## src/rtl/dmw_defines.svh

```systemverilog
// constants for the dual microstep converter write port
`ifndef DMW_DEFINES_SVH
`define DMW_DEFINES_SVH

// clock period in ns (40 MHz)
`define DMW_CLK_NS 25
// host strobe timing, ns
`define DMW_SETUP_NS 50
`define DMW_LOW_NS 100
`define DMW_HOLD_NS 25
// derived cycle counts, least times rounded up
`define DMW_SETUP_CYC (4'((`DMW_SETUP_NS + `DMW_CLK_NS - 1) / `DMW_CLK_NS))
`define DMW_LOW_CYC (4'((`DMW_LOW_NS + `DMW_CLK_NS - 1) / `DMW_CLK_NS))
`define DMW_HOLD_CYC (4'((`DMW_HOLD_NS + `DMW_CLK_NS - 1) / `DMW_CLK_NS))
// counter reset and step
`define DMW_CNT_ZERO 4'h0
`define DMW_CNT_ONE 4'h1

// data word layout
`define DMW_TOP_BIT 7
`define DMW_MAG_HI 6
`define DMW_MAG_LO 0
`define DMW_LVL_HI 6
`define DMW_LVL_LO 4
// reset values
`define DMW_MAG_RST 7'h00
`define DMW_LVL_RST 3'h0
`define DMW_BYTE_RST 8'h00

// host register byte offsets
`define DMW_REG_CMD 4'h0
`define DMW_REG_STATUS 4'h4
`define DMW_REG_RESET 4'h8
// command register fields
`define DMW_CMD_CHAN 8
`define DMW_CMD_KIND 9
`define DMW_CMD_BYTE_HI 7
`define DMW_CMD_BYTE_LO 0
// byte lanes and reset register bit
`define DMW_LANE_BYTE 0
`define DMW_LANE_SEL 1
`define DMW_RST_BIT 0
// status register fields
`define DMW_STAT_BUSY 0
// unmapped read value
`define DMW_RD_ZERO 32'h0000_0000

`endif

```

## src/rtl/dmw_pkg.sv

```systemverilog
// types shared by both ends of the converter write port
package dmw_pkg;

  // seven-bit magnitude code
  typedef logic [6:0] dmw_code_t;
  // three-bit decay threshold
  typedef logic [2:0] dmw_level_t;

  // host strobe sequencer, one-hot
  typedef enum logic [3:0] {
    DMW_IDLE = 4'h1,
    DMW_SETUP = 4'h2,
    DMW_LOW = 4'h4,
    DMW_HOLD = 4'h8
  } dmw_state_t;

endpackage : dmw_pkg

```

## src/rtl/dmw_link_if.sv

```systemverilog
// pin bundle between host bus master and converter write port
interface dmw_link_if;
  logic [7:0] data;  // write-only data byte
  logic chan_sel;  // low channel 1, high channel 2
  logic kind_sel;  // low magnitude, high decay level
  logic cs_n;  // chip select, active low
  logic wr_n;  // write strobe, data taken on rising edge
  logic dev_rst;  // device reset pin, active high

  // host drives every pin
  modport host (
    output data,
    output chan_sel,
    output kind_sel,
    output cs_n,
    output wr_n,
    output dev_rst
  );

  // device only listens
  modport dev (
    input data,
    input chan_sel,
    input kind_sel,
    input cs_n,
    input wr_n,
    input dev_rst
  );
endinterface : dmw_link_if

```

## src/rtl/dmw_device.sv

```systemverilog
// converter write port: register file, direction and decay outputs
//
// Operation
// - capture data on write strobe rising edge
// - eight-bit parallel write-only data port
// - two channels, seven-bit magnitude plus direction
// - channel 1 direction follows top data bit
// - channel 2 direction follows top data bit
// - decay output generated automatically, low is fast
// - channel select: low ch1, high ch2
// - kind select: low magnitude, high level
// - transfer only while chip select low
// - reset pin high clears registers
// - fast decay when new below old and level
// - level is data bits six to four
// - reset clears all flops to low, except the strobe history, which goes high
`include "dmw_defines.svh"

module dmw_device (
  input wire logic clk_i,
  input wire logic rst_i,
  dmw_link_if.dev link,
  output dmw_pkg::dmw_code_t analog_out_ch1_o,
  output dmw_pkg::dmw_code_t analog_out_ch2_o,
  output logic phase_dir_out_ch1_o,
  output logic phase_dir_out_ch2_o,
  output logic fast_decay_n_ch1_o,
  output logic fast_decay_n_ch2_o
);
  import dmw_pkg::*;

  // true when a new code asks for fast decay
  function automatic logic dmw_fast_req(
    input dmw_code_t new_code,
    input dmw_code_t old_code,
    input dmw_level_t level
  );
    logic below_old;
    logic below_level;
    below_old = new_code < old_code;
    below_level = new_code[`DMW_LVL_HI:`DMW_LVL_LO] < level;
    return below_old && below_level;
  endfunction : dmw_fast_req

  // write decode for one register slot
  function automatic logic dmw_hit(
    input logic take,
    input logic chan,
    input logic kind,
    input logic want_chan,
    input logic want_kind
  );
    return take && (chan == want_chan) && (kind == want_kind);
  endfunction : dmw_hit

  // reset from the local bus or from the device pin
  logic reset_all;
  // previous strobe level, for the edge
  logic wr_n_q;
  // strobe rising edge seen this cycle
  logic wr_rise;
  // rising edge with the chip selected
  logic take_write;
  // one strobe per register slot
  logic hit_mag1;
  logic hit_mag2;
  logic hit_lvl1;
  logic hit_lvl2;
  // new magnitude and level taken from the byte
  dmw_code_t new_code;
  dmw_level_t new_level;
  // stored magnitudes, levels, directions, decay flags
  dmw_code_t mag1_q;
  dmw_code_t mag2_q;
  dmw_level_t lvl1_q;
  dmw_level_t lvl2_q;
  logic dir1_q;
  logic dir2_q;
  logic decay_n1_q;
  logic decay_n2_q;

  // pin reset is synchronous too; the pin is kept low by the host when unused
  assign reset_all = rst_i | link.dev_rst;

  // strobe history; idles high so no edge is invented after reset
  always_ff @(posedge clk_i)
  begin
    if (reset_all)
    begin
      wr_n_q <= 1'b1;
    end
    else
    begin
      wr_n_q <= link.wr_n;
    end
  end

  // rising edge of the write strobe
  assign wr_rise = ~wr_n_q & link.wr_n;
  // a deselected edge is simply dropped
  assign take_write = wr_rise & ~link.cs_n;

  // four slots decoded from channel and kind selects
  assign hit_mag1 = dmw_hit(take_write, link.chan_sel, link.kind_sel, 1'b0, 1'b0);
  assign hit_lvl1 = dmw_hit(take_write, link.chan_sel, link.kind_sel, 1'b0, 1'b1);
  assign hit_mag2 = dmw_hit(take_write, link.chan_sel, link.kind_sel, 1'b1, 1'b0);
  assign hit_lvl2 = dmw_hit(take_write, link.chan_sel, link.kind_sel, 1'b1, 1'b1);

  // fields of the byte taken in parallel
  assign new_code = link.data[`DMW_MAG_HI:`DMW_MAG_LO];
  assign new_level = link.data[`DMW_LVL_HI:`DMW_LVL_LO];

  // channel 1 magnitude
  always_ff @(posedge clk_i)
  begin
    if (reset_all)
    begin
      mag1_q <= `DMW_MAG_RST;
    end
    else if (hit_mag1)
    begin
      mag1_q <= new_code;
    end
  end

  // channel 2 magnitude
  always_ff @(posedge clk_i)
  begin
    if (reset_all)
    begin
      mag2_q <= `DMW_MAG_RST;
    end
    else if (hit_mag2)
    begin
      mag2_q <= new_code;
    end
  end

  // decay thresholds; writing one never touches a decay output
  always_ff @(posedge clk_i)
  begin
    if (reset_all)
    begin
      lvl1_q <= `DMW_LVL_RST;
      lvl2_q <= `DMW_LVL_RST;
    end
    else
    begin
      if (hit_lvl1)
      begin
        lvl1_q <= new_level;
      end
      if (hit_lvl2)
      begin
        lvl2_q <= new_level;
      end
    end
  end

  // direction bits ride along with the magnitude write
  always_ff @(posedge clk_i)
  begin
    if (reset_all)
    begin
      dir1_q <= 1'b0;
      dir2_q <= 1'b0;
    end
    else
    begin
      if (hit_mag1)
      begin
        dir1_q <= link.data[`DMW_TOP_BIT];
      end
      if (hit_mag2)
      begin
        dir2_q <= link.data[`DMW_TOP_BIT];
      end
    end
  end

  // decay flags compare against the value held before this write,
  // so the old code is read here in the same edge it is replaced
  always_ff @(posedge clk_i)
  begin
    if (reset_all)
    begin
      // low after reset: all digital outputs start at ground
      decay_n1_q <= 1'b0;
      decay_n2_q <= 1'b0;
    end
    else
    begin
      if (hit_mag1)
      begin
        decay_n1_q <= ~dmw_fast_req(new_code, mag1_q, lvl1_q);
      end
      if (hit_mag2)
      begin
        decay_n2_q <= ~dmw_fast_req(new_code, mag2_q, lvl2_q);
      end
    end
  end

  // every output straight from a flop
  assign analog_out_ch1_o = mag1_q;
  assign analog_out_ch2_o = mag2_q;
  assign phase_dir_out_ch1_o = dir1_q;
  assign phase_dir_out_ch2_o = dir2_q;
  assign fast_decay_n_ch1_o = decay_n1_q;
  assign fast_decay_n_ch2_o = decay_n2_q;

endmodule : dmw_device

```

## src/flat_wrapper.sv

```systemverilog
// flat-port wrapper written by rule: the top's interface ports become plain ports
module dmw_device_flat import dmw_pkg::*;
  (clk_i, rst_i, analog_out_ch1_o, analog_out_ch2_o, phase_dir_out_ch1_o, phase_dir_out_ch2_o, fast_decay_n_ch1_o, fast_decay_n_ch2_o, link_data, link_chan_sel, link_kind_sel, link_cs_n, link_wr_n, link_dev_rst);
  dmw_link_if link_i ();
  input wire logic clk_i;
  input wire logic rst_i;
  output dmw_pkg::dmw_code_t analog_out_ch1_o;
  output dmw_pkg::dmw_code_t analog_out_ch2_o;
  output logic phase_dir_out_ch1_o;
  output logic phase_dir_out_ch2_o;
  output logic fast_decay_n_ch1_o;
  output logic fast_decay_n_ch2_o;
  input wire logic [$bits(link_i.data)-1:0] link_data;
  input wire logic [$bits(link_i.chan_sel)-1:0] link_chan_sel;
  input wire logic [$bits(link_i.kind_sel)-1:0] link_kind_sel;
  input wire logic [$bits(link_i.cs_n)-1:0] link_cs_n;
  input wire logic [$bits(link_i.wr_n)-1:0] link_wr_n;
  input wire logic [$bits(link_i.dev_rst)-1:0] link_dev_rst;
  assign link_i.data = link_data;
  assign link_i.chan_sel = link_chan_sel;
  assign link_i.kind_sel = link_kind_sel;
  assign link_i.cs_n = link_cs_n;
  assign link_i.wr_n = link_wr_n;
  assign link_i.dev_rst = link_dev_rst;
  dmw_device u_core (.clk_i(clk_i), .rst_i(rst_i), .link(link_i), .analog_out_ch1_o(analog_out_ch1_o), .analog_out_ch2_o(analog_out_ch2_o), .phase_dir_out_ch1_o(phase_dir_out_ch1_o), .phase_dir_out_ch2_o(phase_dir_out_ch2_o), .fast_decay_n_ch1_o(fast_decay_n_ch1_o), .fast_decay_n_ch2_o(fast_decay_n_ch2_o));
endmodule
```

## config.mk

```make
export PLATFORM = sky130hd
export DESIGN_NAME = dmw_device_flat
export DESIGN_NICKNAME = d
export VERILOG_FILES = /design/src/rtl/dmw_pkg.sv /design/src/rtl/dmw_link_if.sv /design/src/rtl/dmw_device.sv /design/src/flat_wrapper.sv
export VERILOG_INCLUDE_DIRS = /design/src /design/src/rtl
export SDC_FILE = /design/constraint.sdc
export NUM_CORES = 1
export LEC_CHECK = 0
export BUFFER_PORTS_ARGS = -buffer_cell sky130_fd_sc_hd__buf_4
export CAP_MARGIN = 10
export CORE_UTILIZATION = 47
export DETAILED_ROUTE_END_ITERATION = 16
export HOLD_SLACK_MARGIN = 0.06
export PLACE_DENSITY = 0.82
export SETUP_SLACK_MARGIN = 0.3
export SLEW_MARGIN = 20
export SYNTH_ARGS = -nofsm -noshare
export SYNTH_HDL_FRONTEND = slang
export SYNTH_SLANG_ARGS = --single-unit
```

## constraint.sdc

```tcl
create_clock -name clk_i -period 1.5 [get_ports clk_i]
set_input_delay 0.075 -clock clk_i [delete_from_list [all_inputs] [get_ports clk_i]]
set_output_delay 0.075 -clock clk_i [all_outputs]
set_load 0.01 [all_outputs]
```

---- Word-level counts from Yosys, hierarchy flattened ----
Index checks and enable logic that the tools add are counted.
storage, ports and cells
  flip-flop bits (word level) ............. 25
  bits of input ports ..................... 15
  output and inout bits ................... 18
cells by class
  order comparisons ....................... 4
  bitwise logic cells ..................... 9
  reduce and logical (&&, ||, !) cells .... 8
operators with widths
  cell                        count
  less-than comparator 7 bit  2
  logical AND 1 bit           8
  less-than comparator 3 bit  2
  NOT 1 bit                   6
  AND 1 bit                   2
  bitwise OR 1 bit            1

---- Longest topological paths before layout ----
  depth after elaboration ................. 5
  gate-level depth with buffers ........... 6

---- Worst setup path before layout ----
Ideal clock, no wire load.
  path kind ............................... register to register
  start point ............................. register u_core.mag2_q[5], in the netlist u_core.analog_out_ch2_o[5]
  end point ............................... register u_core.decay_n2_q, in the netlist u_core.fast_decay_n_ch2_o
  library setup time ...................... 120 ps
  data arrival time ....................... 1541 ps
  data required time ...................... 1380 ps
  path slack .............................. -160 ps
  stages on the path, launching flop included .. 7
  path buffers ............................ 0
  period minus slack after synthesis ...... 1660 ps
  path through ............................ dfxtp_1 -> inv_1 -> ha_1 -> a21o_1 -> a2111oi_2 -> o21ai_1 -> o31a_1
between the ends
  longest elaborated chain between the ends .. 3
RTL lines
  item                        RTL line           source
  start: declaration          dmw_device.sv:74   dmw_code_t mag2_q;
  start signal: assignment    dmw_device.sv:131  mag2_q <= `DMW_MAG_RST;
  start signal: assignment    dmw_device.sv:135  mag2_q <= new_code;
  less-than comparator 7 bit  dmw_device.sv:40   below_old = new_code < old_code;
  logical AND 1 bit           dmw_device.sv:42   return below_old && below_level;
  NOT 1 bit                   dmw_device.sv:199  decay_n2_q <= ~dmw_fast_req(new_code, mag2_q, lvl2_q);
  end signal: assignment      dmw_device.sv:199
  end: declaration            dmw_device.sv:80   logic decay_n2_q;
Every way passes these cells.
A chain may end at the register's enable or synchronous reset.

---- Final worst setup path ----
Ends and elaborated chain as after synthesis.

==> results.ini <==
[floorplan]
pin_count = 33
coreArea_um2 = 2760
rows = 19
die_h_um = 55.8
initial_core_util_pct = 49.4
dieArea_um2 = 3120
die_width_um = 55.8

[outcome]
violations = negative setup slack
status = finished with violations

[synth]
synthesis.area_um2 = 1360
synth_edf_count = 0
synth.distinct_cells = 31
async_flop_share_pct = 0
synth_ff_type = dfxtp_1
ys_seq_area_share_pct = 36.8
ys_ff_latch = 25
ys_warn_count = 0
synth_cells = 150
synth_nets = 181
avgSynthCellArea_um2 = 9.08

[grt]
track_usage_pct = 24.1
grt_pass1_vias = 1314
antenna_found_initial = 0
grt_pass1_wl_mm = 5.86
grt_max_degree = 25
overflow = 0

[sta]
skew_ns = 0.00717
final.setup.worst_slack_ns = -0.0128
rsz0062_at_grt = yes
fmax_ghz = 0.661
worstMarginPinSlew_ns = 0.523
hold_viol = 0
holdWs_ns = 0.140
setup_violations = 1
period_needed_ns = 1.51
drv_slew = 0
slew_headroom_pct = 65.1
post-route-period-util_pct = 101

[placement]
place.detailed.hpwl_mm = 2.38
routabilityCongestion = 0.820
dpl-instance-area_um2 = 1710
pre_cts_slack_ns = -0.0503
io_buffers = 32

[cts]
cts_max_path_buffers = 2
clk_pin_slew_ns = 0.14
cts_made_buffers = 3
cts_tree = yes
clock-root-buffer = clkbuf_4
clock_latency_ns = 0.33
htree_levels = 1
cts.sinks = 25

[final_layout]
final_util_pct = 77.0
diodes = 0
syn2layout_area_growth_pct = 55.9
drive_above_1_share_pct = 45.9
fin_nets = 239
design_area_um2 = 2120

[power]
p_per_area_nw_per_um2 = 563
max-vdd-ir-drop_uv = 465
power.leakage_nw = 0.802

[critical_path]
path_max_fanout = 3
startpoint_type = flip-flop
worst_ep_required_time_ns = 1.74
endpoint_kind = flip-flop
max_stage_delay_ns = 0.37
crit_cells = 6
crit_buf_inv = 1
cp_cell_sequence = inv_2 -> ha_4 -> a21o_1 -> a2111oi_4 -> o21ai_1 -> o31a_1
ff2ff_path_depth = 6
crit_family = compound AO/OA/AOI/OAI gates
critPathArrivalTime_ns = 1.75
crit_slowest_cell = dfxtp_2
worst-setup-path-type = flip-flop to flip-flop

[drt]
dr.pass1.iters = 5
vias = 1374
vias_per_cell = 5.77
drtIter0Drc = 56
drc_errors = 0
wl_per_cell_um = 18.7
drtAntennaViolNets = 0
routed_wl_mm = 4.44

[run]
drv_cap = 0

[worst_hold_path]
hp-class = input pin to flip-flop
hold_path_depth = 3

==> per-layer routing <==
metal	part of all wire (%)	vias up	GRT usage, %
li1	-	634	-
met1	39	676	28.1
met2	53	47	42.5
met3	5.0	17	3.95
met4	2.7	0	11.8
met5	0	-	0
==> worst paths after layout <==
path,endpoint,startpoint,slack (ns)
min reg2reg,u_core.analog_out_ch2_o[6],u_core.analog_out_ch2_o[6],0.49
max reg2reg,u_core.fast_decay_n_ch2_o,u_core.analog_out_ch2_o[5],-0.01
max,u_core.fast_decay_n_ch2_o,u_core.analog_out_ch2_o[5],-0.01
min,u_core.analog_out_ch2_o[2],link_chan_sel,0.14
==> stage by stage <==
step	total power, mW	setup TNS [ns]	cells
after floorplan	0.750	-0.0197	150
after global placement	0.817	-0.00826	215
after detailed placement	0.826	-0.0503	215
after CTS	1.15	-0.00607	232
after global routing	1.24	-0.140	238
final	1.19	-0.0128	238
==> area by class of cell <==
cell class,count,area [um^2]
sequential,25,513
inverter,16,60.1
clock buffer,4,26.3
multi-input combinational,103,946
fill,171,636
tap,31,38.8
timing repair buffer,59,538
==> registers in the layout (all words and copies together) (netlist names) <==
register                    count
u_core.analog_out_ch1_o         7
u_core.analog_out_ch2_o         7
u_core.lvl1_q                   3
u_core.lvl2_q                   3
u_core.fast_decay_n_ch1_o       1
u_core.fast_decay_n_ch2_o       1
u_core.phase_dir_out_ch1_o      1
u_core.phase_dir_out_ch2_o      1
u_core.wr_n_q                   1
==> where the power goes <==
group / internal (mW) / switching [mW] / leakage [nW]
registers: 0.665 / 0.00226 / 0.205
clock network: 0.104 / 0.214 / 0.0150
logic: 0.104 / 0.104 / 0.582
==> synth_stat cells (all sizes together), types with 2 or more instances <==
| master | number | area, um^2 |
|---|---|---|
| inv | 16 | 60.1 |
| o21ai | 2 | 10.0 |
| nand2 | 9 | 41.3 |
| nor3b | 2 | 15.0 |
| buf | 4 | 32.5 |
| clkbuf | 3 | 11.3 |
| nand3 | 10 | 50.1 |
| mux2i | 14 | 140 |
| nand2b | 3 | 18.8 |
| ha | 16 | 200 |
| a211oi | 2 | 15.0 |
| a21o | 2 | 15.0 |
| dfxtp | 25 | 500 |
| a21oi | 12 | 60.1 |
| nor2 | 16 | 60.1 |
| nand4 | 2 | 12.5 |
==> timing repair <==
action	CTS	global route
endpoints found under the hold margin	12	1
setup buffers	3	4
hold buffers	9	1
cloned	1	1
endpoints found under the setup margin	21	21
pin swaps	4	12
gates resized for setup	17	30
==> logic make-up (layout without fill, tap and decap cells) <==
kind of cell,count (synthesis),in the layout,share of synthesized area (%)
flops,25,25,36.8
fa+ha+maj,16,16,14.7
compound gates,24,24,11.6
mux,14,14,10.3
buf+inv,23,79,7.63
simple gates,48,49,19.0
==> layout by cell type, fill, tap and decap left out, drive strengths merged, types with 2 or more instances in the layout <==
cell         Yosys  routed
ha              16      16
clkbuf           3       5
buf              4      48
nand4            2       2
mux2i           14      14
a21oi           12      12
nand3           10      10
nand2            9      10
a211oi           2       2
o21ai            2       2
a21o             2       2
nor3b            2       2
nand2b           3       3
dfxtp           25      25
dlygate4sd3      0      10
nor2            16      16
inv             16      16
==> worst reg2reg max path, delay by kind of cell, from the launching register on <==
kind                       cells  cell delay (ns)
buffers and inverters          1             0.05
AOI/OAI and AO/OA              4             0.79
adders and majority gates      1             0.22
DFF                            1             0.37
No activity file was read; power rests on OpenSTA's default activity.
